===== src/inc/apt_pkg.sv =====
`default_nettype none
package apt_pkg;

  // ==========================================================
  // widths
  localparam int INSTR_W = 10;
  localparam int NIBBLE_W = 4;
  localparam int PRESCALE_W = 8;

  // ==========================================================
  // instruction codes
  localparam logic [INSTR_W-1:0] OP_XFER_ACC_TO_TIMER_CTL = 10'h2aa;
  localparam logic [INSTR_W-1:0] OP_XFER_ACC_B_TO_PRESCALER = 10'h235;
  localparam logic [INSTR_W-1:0] OP_XFER_ACC_TO_PULLUP_ZERO = 10'h22d;
  // leading nine bits fixed, last bit assumed zero
  localparam logic [INSTR_W-1:0] OP_XFER_ACC_TO_PULLUP_ONE = 10'h22c;

  // ==========================================================
  // field positions
  localparam int ACC_BIT0_POS = 0;
  localparam int PRESCALE_HI_LSB = 4;
  localparam int PRESCALE_LO_LSB = 0;

  // ==========================================================
  // reset values
  localparam logic RST_TIMER_CTL_BIT0 = 1'h0;
  localparam logic [PRESCALE_W-1:0] RST_PRESCALER = 8'h00;
  localparam logic [NIBBLE_W-1:0] RST_PULLUP = 4'h0;
  localparam logic RST_STATUS_BIT = 1'h0;

  // ==========================================================
  // carriers
  typedef struct packed {
    logic valid;
    logic [INSTR_W-1:0] word;
  } apt_instr_t;

  typedef struct packed {
    logic [NIBBLE_W-1:0] acc;
    logic [NIBBLE_W-1:0] regB;
  } apt_src_t;

  typedef enum logic [2:0] {
    APT_OP_NONE,
    APT_OP_TIMER_CTL,
    APT_OP_PRESCALER,
    APT_OP_PULLUP_ZERO,
    APT_OP_PULLUP_ONE
  } apt_op_t;

endpackage

`default_nettype wire


===== src/rtl/apt_periph_xfer.sv =====
`timescale 1ns/1ns
`default_nettype none

// What this block does
// - 2AA copies acc bit 0 to timer control
// - 235 decodes as one-cycle prescaler load
// - B high nibble, acc low, both prescaler registers
// - 22D copies accumulator into pull-up zero
// - pull-up-one code copies accumulator into pull-up one
module apt_periph_xfer #(
  parameter logic [apt_pkg::INSTR_W-1:0] PULLUP_ONE_CODE = apt_pkg::OP_XFER_ACC_TO_PULLUP_ONE
) (
  input wire logic ref_clk,
  input wire logic reset_n,
  input wire apt_pkg::apt_instr_t instrIn,
  input wire apt_pkg::apt_src_t srcIn,
  output logic timerCtlBit0,
  output logic [apt_pkg::PRESCALE_W-1:0] prescalerCounterLoad,
  output logic prescalerCounterLoadStrobe,
  output logic [apt_pkg::PRESCALE_W-1:0] prescalerReloadReg,
  output logic [apt_pkg::NIBBLE_W-1:0] pullupCtlZero,
  output logic [apt_pkg::NIBBLE_W-1:0] pullupCtlOne,
  output logic instrRecognised,
  output logic skipRequest,
  output logic carryWriteEnable
);

  // ==========================================================
  // decode
  function automatic logic isCode(
    input logic valid,
    input logic [apt_pkg::INSTR_W-1:0] word,
    input logic [apt_pkg::INSTR_W-1:0] code
  );
    return valid && (word == code);
  endfunction

  function automatic apt_pkg::apt_op_t decodeOp(
    input logic valid,
    input logic [apt_pkg::INSTR_W-1:0] word,
    input logic [apt_pkg::INSTR_W-1:0] pullupOneCode
  );
    apt_pkg::apt_op_t op;
    op = apt_pkg::APT_OP_NONE;
    if (isCode(valid, word, apt_pkg::OP_XFER_ACC_TO_TIMER_CTL)) begin
      op = apt_pkg::APT_OP_TIMER_CTL;
    end else if (isCode(valid, word, apt_pkg::OP_XFER_ACC_B_TO_PRESCALER)) begin
      op = apt_pkg::APT_OP_PRESCALER;
    end else if (isCode(valid, word, apt_pkg::OP_XFER_ACC_TO_PULLUP_ZERO)) begin
      op = apt_pkg::APT_OP_PULLUP_ZERO;
    end else if (isCode(valid, word, pullupOneCode)) begin
      op = apt_pkg::APT_OP_PULLUP_ONE;
    end
    return op;
  endfunction

  // ==========================================================
  // selected operation
  wire apt_pkg::apt_op_t curOp;
  wire logic hitTimerCtl;
  wire logic hitPrescaler;
  wire logic hitPullupZero;
  wire logic hitPullupOne;
  wire logic hitAny;

  assign curOp = decodeOp(instrIn.valid, instrIn.word, PULLUP_ONE_CODE);
  assign hitTimerCtl = (curOp == apt_pkg::APT_OP_TIMER_CTL);
  assign hitPrescaler = (curOp == apt_pkg::APT_OP_PRESCALER);
  assign hitPullupZero = (curOp == apt_pkg::APT_OP_PULLUP_ZERO);
  assign hitPullupOne = (curOp == apt_pkg::APT_OP_PULLUP_ONE);
  assign hitAny = (curOp != apt_pkg::APT_OP_NONE);

  // ==========================================================
  // data registers
  logic timerCtlBit0_reg;
  logic [apt_pkg::PRESCALE_W-1:0] prescalerCounterLoad_reg;
  logic [apt_pkg::PRESCALE_W-1:0] prescalerReloadReg_reg;
  logic [apt_pkg::NIBBLE_W-1:0] pullupCtlZero_reg;
  logic [apt_pkg::NIBBLE_W-1:0] pullupCtlOne_reg;

  // ==========================================================
  // status registers
  logic prescalerCounterLoadStrobe_reg;
  logic instrRecognised_reg;
  logic skipRequest_reg;
  logic carryWriteEnable_reg;

  // ==========================================================
  // data next values
  wire logic [apt_pkg::PRESCALE_W-1:0] prescaleValue;
  wire logic timerCtlBit0_next;
  wire logic [apt_pkg::PRESCALE_W-1:0] prescalerCounterLoad_next;
  wire logic [apt_pkg::PRESCALE_W-1:0] prescalerReloadReg_next;
  wire logic [apt_pkg::NIBBLE_W-1:0] pullupCtlZero_next;
  wire logic [apt_pkg::NIBBLE_W-1:0] pullupCtlOne_next;

  assign prescaleValue[apt_pkg::PRESCALE_HI_LSB +: apt_pkg::NIBBLE_W] = srcIn.regB;
  assign prescaleValue[apt_pkg::PRESCALE_LO_LSB +: apt_pkg::NIBBLE_W] = srcIn.acc;
  // only bit 0 moves; other timer control bits live elsewhere
  assign timerCtlBit0_next =
    hitTimerCtl ? srcIn.acc[apt_pkg::ACC_BIT0_POS] : timerCtlBit0_reg;
  assign prescalerCounterLoad_next =
    hitPrescaler ? prescaleValue : prescalerCounterLoad_reg;
  assign prescalerReloadReg_next =
    hitPrescaler ? prescaleValue : prescalerReloadReg_reg;
  assign pullupCtlZero_next =
    hitPullupZero ? srcIn.acc : pullupCtlZero_reg;
  assign pullupCtlOne_next =
    hitPullupOne ? srcIn.acc : pullupCtlOne_reg;

  // ==========================================================
  // status next values
  wire logic prescalerCounterLoadStrobe_next;
  wire logic instrRecognised_next;
  wire logic skipRequest_next;
  wire logic carryWriteEnable_next;

  assign prescalerCounterLoadStrobe_next = hitPrescaler;
  assign instrRecognised_next = hitAny;
  // none of these transfers skip or touch carry
  assign skipRequest_next = 1'h0;
  assign carryWriteEnable_next = 1'h0;

  // ==========================================================
  // timer control bit 0
  always_ff @(posedge ref_clk) begin
    if (!reset_n) begin
      timerCtlBit0_reg <= apt_pkg::RST_TIMER_CTL_BIT0;
    end else begin
      timerCtlBit0_reg <= timerCtlBit0_next;
    end
  end

  // ==========================================================
  // prescaler counter load value
  always_ff @(posedge ref_clk) begin
    if (!reset_n) begin
      prescalerCounterLoad_reg <= apt_pkg::RST_PRESCALER;
    end else begin
      prescalerCounterLoad_reg <= prescalerCounterLoad_next;
    end
  end

  // ==========================================================
  // prescaler counter load strobe
  always_ff @(posedge ref_clk) begin
    if (!reset_n) begin
      prescalerCounterLoadStrobe_reg <= apt_pkg::RST_STATUS_BIT;
    end else begin
      prescalerCounterLoadStrobe_reg <= prescalerCounterLoadStrobe_next;
    end
  end

  // ==========================================================
  // prescaler reload register
  always_ff @(posedge ref_clk) begin
    if (!reset_n) begin
      prescalerReloadReg_reg <= apt_pkg::RST_PRESCALER;
    end else begin
      prescalerReloadReg_reg <= prescalerReloadReg_next;
    end
  end

  // ==========================================================
  // pull-up control zero
  always_ff @(posedge ref_clk) begin
    if (!reset_n) begin
      pullupCtlZero_reg <= apt_pkg::RST_PULLUP;
    end else begin
      pullupCtlZero_reg <= pullupCtlZero_next;
    end
  end

  // ==========================================================
  // pull-up control one
  always_ff @(posedge ref_clk) begin
    if (!reset_n) begin
      pullupCtlOne_reg <= apt_pkg::RST_PULLUP;
    end else begin
      pullupCtlOne_reg <= pullupCtlOne_next;
    end
  end

  // ==========================================================
  // recognised pulse
  always_ff @(posedge ref_clk) begin
    if (!reset_n) begin
      instrRecognised_reg <= apt_pkg::RST_STATUS_BIT;
    end else begin
      instrRecognised_reg <= instrRecognised_next;
    end
  end

  // ==========================================================
  // skip request
  always_ff @(posedge ref_clk) begin
    if (!reset_n) begin
      skipRequest_reg <= apt_pkg::RST_STATUS_BIT;
    end else begin
      skipRequest_reg <= skipRequest_next;
    end
  end

  // ==========================================================
  // carry write enable
  always_ff @(posedge ref_clk) begin
    if (!reset_n) begin
      carryWriteEnable_reg <= apt_pkg::RST_STATUS_BIT;
    end else begin
      carryWriteEnable_reg <= carryWriteEnable_next;
    end
  end

  // ==========================================================
  // data outputs
  assign timerCtlBit0 = timerCtlBit0_reg;
  assign prescalerCounterLoad = prescalerCounterLoad_reg;
  assign prescalerReloadReg = prescalerReloadReg_reg;
  assign pullupCtlZero = pullupCtlZero_reg;
  assign pullupCtlOne = pullupCtlOne_reg;

  // ==========================================================
  // status outputs
  assign prescalerCounterLoadStrobe = prescalerCounterLoadStrobe_reg;
  assign instrRecognised = instrRecognised_reg;
  assign skipRequest = skipRequest_reg;
  assign carryWriteEnable = carryWriteEnable_reg;

endmodule

`default_nettype wire


===== config.mk =====
export PLATFORM = sky130hd
export DESIGN_NAME = apt_periph_xfer
export DESIGN_NICKNAME = d
export VERILOG_FILES = /design/src/inc/apt_pkg.sv /design/src/rtl/apt_periph_xfer.sv
export SDC_FILE = /design/constraint.sdc
export NUM_CORES = 1
export LEC_CHECK = 0
export ABC_AREA = 1
export BUFFER_PORTS_ARGS = -buffer_cell sky130_fd_sc_hd__buf_4
export CORE_MARGIN = 2
export CORE_UTILIZATION = 40
export CTS_CLUSTER_SIZE = 28
export DETAILED_ROUTE_END_ITERATION = 10
export PLACE_DENSITY = 0.75
export SKIP_LAST_GASP = 1
export SLEW_MARGIN = 0
export SYNTH_ARGS = -nofsm -noshare
export SYNTH_HDL_FRONTEND = slang
export SYNTH_SLANG_ARGS = --single-unit
export TNS_END_PERCENT = 5

===== constraint.sdc =====
create_clock -name ref_clk -period 2.85 [get_ports ref_clk]
set_clock_uncertainty 0.1 [all_clocks]
set_input_delay 0.4275 -clock ref_clk [delete_from_list [all_inputs] [get_ports ref_clk]]
set_output_delay 0.4275 -clock ref_clk [all_outputs]
set_load 0.01 [all_outputs]

==> impl_metrics.tcl <==
set metrics [dict create \
    overflow 0 \
    n_fill_cell 249 \
    slowest_delay_ns 0.39 \
    die_w_um 55.4 \
    drive_above_1_share_pct 40.1 \
    drv_slew 0 \
    synth-simple-area-share_pct 44.5 \
    cts_sinks 19 \
    status "finished, final reports clean" \
    cp-end-kind "primary output" \
    vias_per_cell 4.56 \
    synth_top_area_share_pct 36.0 \
    rows 18 \
    fmax_mhz 743 \
    timing.final.crit_share_pct 47.2 \
    drt_iter0_markers 31 \
    yosys.area_share.adder_pct 0 \
    die_area_um2 3070 \
    worst_setup_path_start_kind "flop" \
    synth.avg_cell_area_um2 6.95 \
    cts_made_buffers 3 \
    wl_per_cell_um 10.6 \
    synth_xor_xnor_area_share_pct 0 \
    clk_latency_ns 0.28 \
    io_pins 50 \
    layout_commonest_cell "buf_4" \
    dpl_worst_slack_ns 1.33 \
    reg2regPathDepth 4 \
    fin_ws_ns 1.50 \
    hold_violations 0 \
    timing.max_cap.violations 0 \
    p_leak_nw 0.731 \
    postCtsHoldBufs 0 \
    ys_ff_latch 19 \
    cp_max_fo 3 \
    grt_max_degree 15 \
    final.setup.tns_ns 0 \
    synth-compound-area-share_pct 1.90 \
    muxShareOfSynthArea_pct 0 \
    htree_levels 1 \
    synth_area_leader_cell "dfxtp_1" \
    hpwlAfterDp_um 1940 \
    synth_area_um2 1060 \
    num-nets-final 214 \
    setup_viol 0 \
    grt_pass1_vias 962 \
    ys_seq_area_share_pct 36.0 \
    crit_required_ns 2.32 \
    rrSetupSlack_ns 2.11 \
    synth_top_family_by_area "simple AND/OR/NAND/NOR gates" \
    synth_cells 152 \
    wirelength_um 2350 \
    track_usage_pct 16.1 \
    place_congestion 0.834 \
    initial_utilization_pct 42.2 \
    worst_hold_slack_ns 0.290 \
    drc 0 \
    hp-class "in2reg" \
    path_depth 1 \
    finalCriticalPeriod_ns 1.35 \
    crit_slowest_cell "dfxtp_1" \
    antenna_found_initial 0 \
    yosysUniqueCellTypes 17 \
    path_buf_inv 1 \
    hold_depth 3 \
    cts_resized 0 \
    post_cts_buffers 0 \
    p_per_area_nw_per_um2 327 \
    vias 1013 \
    area_growth_syn_to_layout_pct 31.2 \
    core-area_um2 2500 \
    insertedDiodeCount 0 \
    root_buffer "clkbuf_4" \
    cts_max_path_buffers 2 \
    detail-route-antenna-nets 0 \
    ir_worst_vdd_v 0.000259 \
    cts_tree "done" \
    rsz0062_at_grt "no" \
    grt_pass1_wl_um 4040 \
    synthTopCellsByArea "dfxtp_1 36%, nand2_1 11%, nor2_2 11%" \
    largest_register_ffs 8 \
    crit_type "reg2out" \
    yosysWarnings 0 \
    die_h_um 55.4 \
    numPortBuffers 47 \
    most-common-layout-cells "47 x buf_4, 32 x nand2_1, 24 x inv_1" \
    cp.arrival_ns 0.82 \
    worstPathCellList "buf_4" \
    cts.clk_slew.worst_paths_ns 0.10 \
    critPathTopFamily "flip-flops" \
    firstDrtPassIters 4 \
]
## logic make-up (layout without fill, tap and decap cells)
kind of cell           Yosys count  after routing
AOI/OAI and AO/OA                4              4
DFF                             19             19
and+or+nand+nor                 92             92
buffers and inverters           36             75
other                            1              2
## power by group
| group | switching (mW) | total (mW) | internal, mW |
|---|---|---|---|
| clock | 0.0760 | 0.130 | 0.0544 |
| combinational | 0.0316 | 0.0568 | 0.0252 |
| sequential | 0.000112 | 0.266 | 0.265 |
## worst min-delay path: stages
cell	delay, ns
buf_4	0.10
nor2_1	0.04
nor2_1	0.08
## worst paths after layout
| path | start | end |
|---|---|---|
| setup / recovery | prescalerCounterLoad[5]$_SDFFE_PN0N_ | prescalerCounterLoad[5] |
| hold / removal | srcIn[4] | pullupCtlZero[0]$_SDFFE_PN0N_ |
| setup reg to reg | pullupCtlZero[1]$_SDFFE_PN0N_ | pullupCtlZero[1]$_SDFFE_PN0N_ |
| hold reg to reg | pullupCtlOne[3]$_SDFFE_PN0N_ | pullupCtlOne[3]$_SDFFE_PN0N_ |
## synthesized netlist by cell type, drive strengths merged
| cell type | number |
|---|---|
| nor2 | 40 |
| a21oi | 4 |
| nand2 | 33 |
| dfxtp | 19 |
| and2 | 1 |
| nand3 | 14 |
| nand4 | 4 |
| buf | 12 |
| conb | 1 |
| inv | 24 |
## metal layers
metal | vias to the layer above | routed length (µm) | track usage, %
met1 | 438 | 979 | 18.5
li1 | 525 | - | -
met2 | 43 | 1170 | 29.1
met5 | - | 0 | 0
met3 | 7 | 164 | 3.51
met4 | 0 | 42 | 5.92
## area by class of cell
class | count | area [µm²] | share of cell area (%)
inverters | 24 | 90.1 | 6.50
flip-flops and latches | 19 | 380 | 27.5
repair buffers | 47 | 353 | 25.5
multi-input cells | 98 | 498 | 36.0
well taps | 30 | 37.5 | 2.71
clock buffers | 4 | 26.3 | 1.90
## through the flow
| stage | cells | total power, mW | utilization (%) | instance area [µm²] |
|---|---|---|---|---|
| floorplan | 153 | 0.299 | - | 1060 |
| global placement | 218 | 0.327 | 54.4 | 1360 |
| detailed placement | 218 | 0.328 | 54.4 | 1360 |
| CTS | 222 | 0.460 | 55.4 | 1390 |
| global route | 222 | 0.480 | 55.4 | 1390 |
| finish | 222 | 0.453 | 55.4 | 1390 |
No activity file was read; power rests on OpenSTA's default activity.
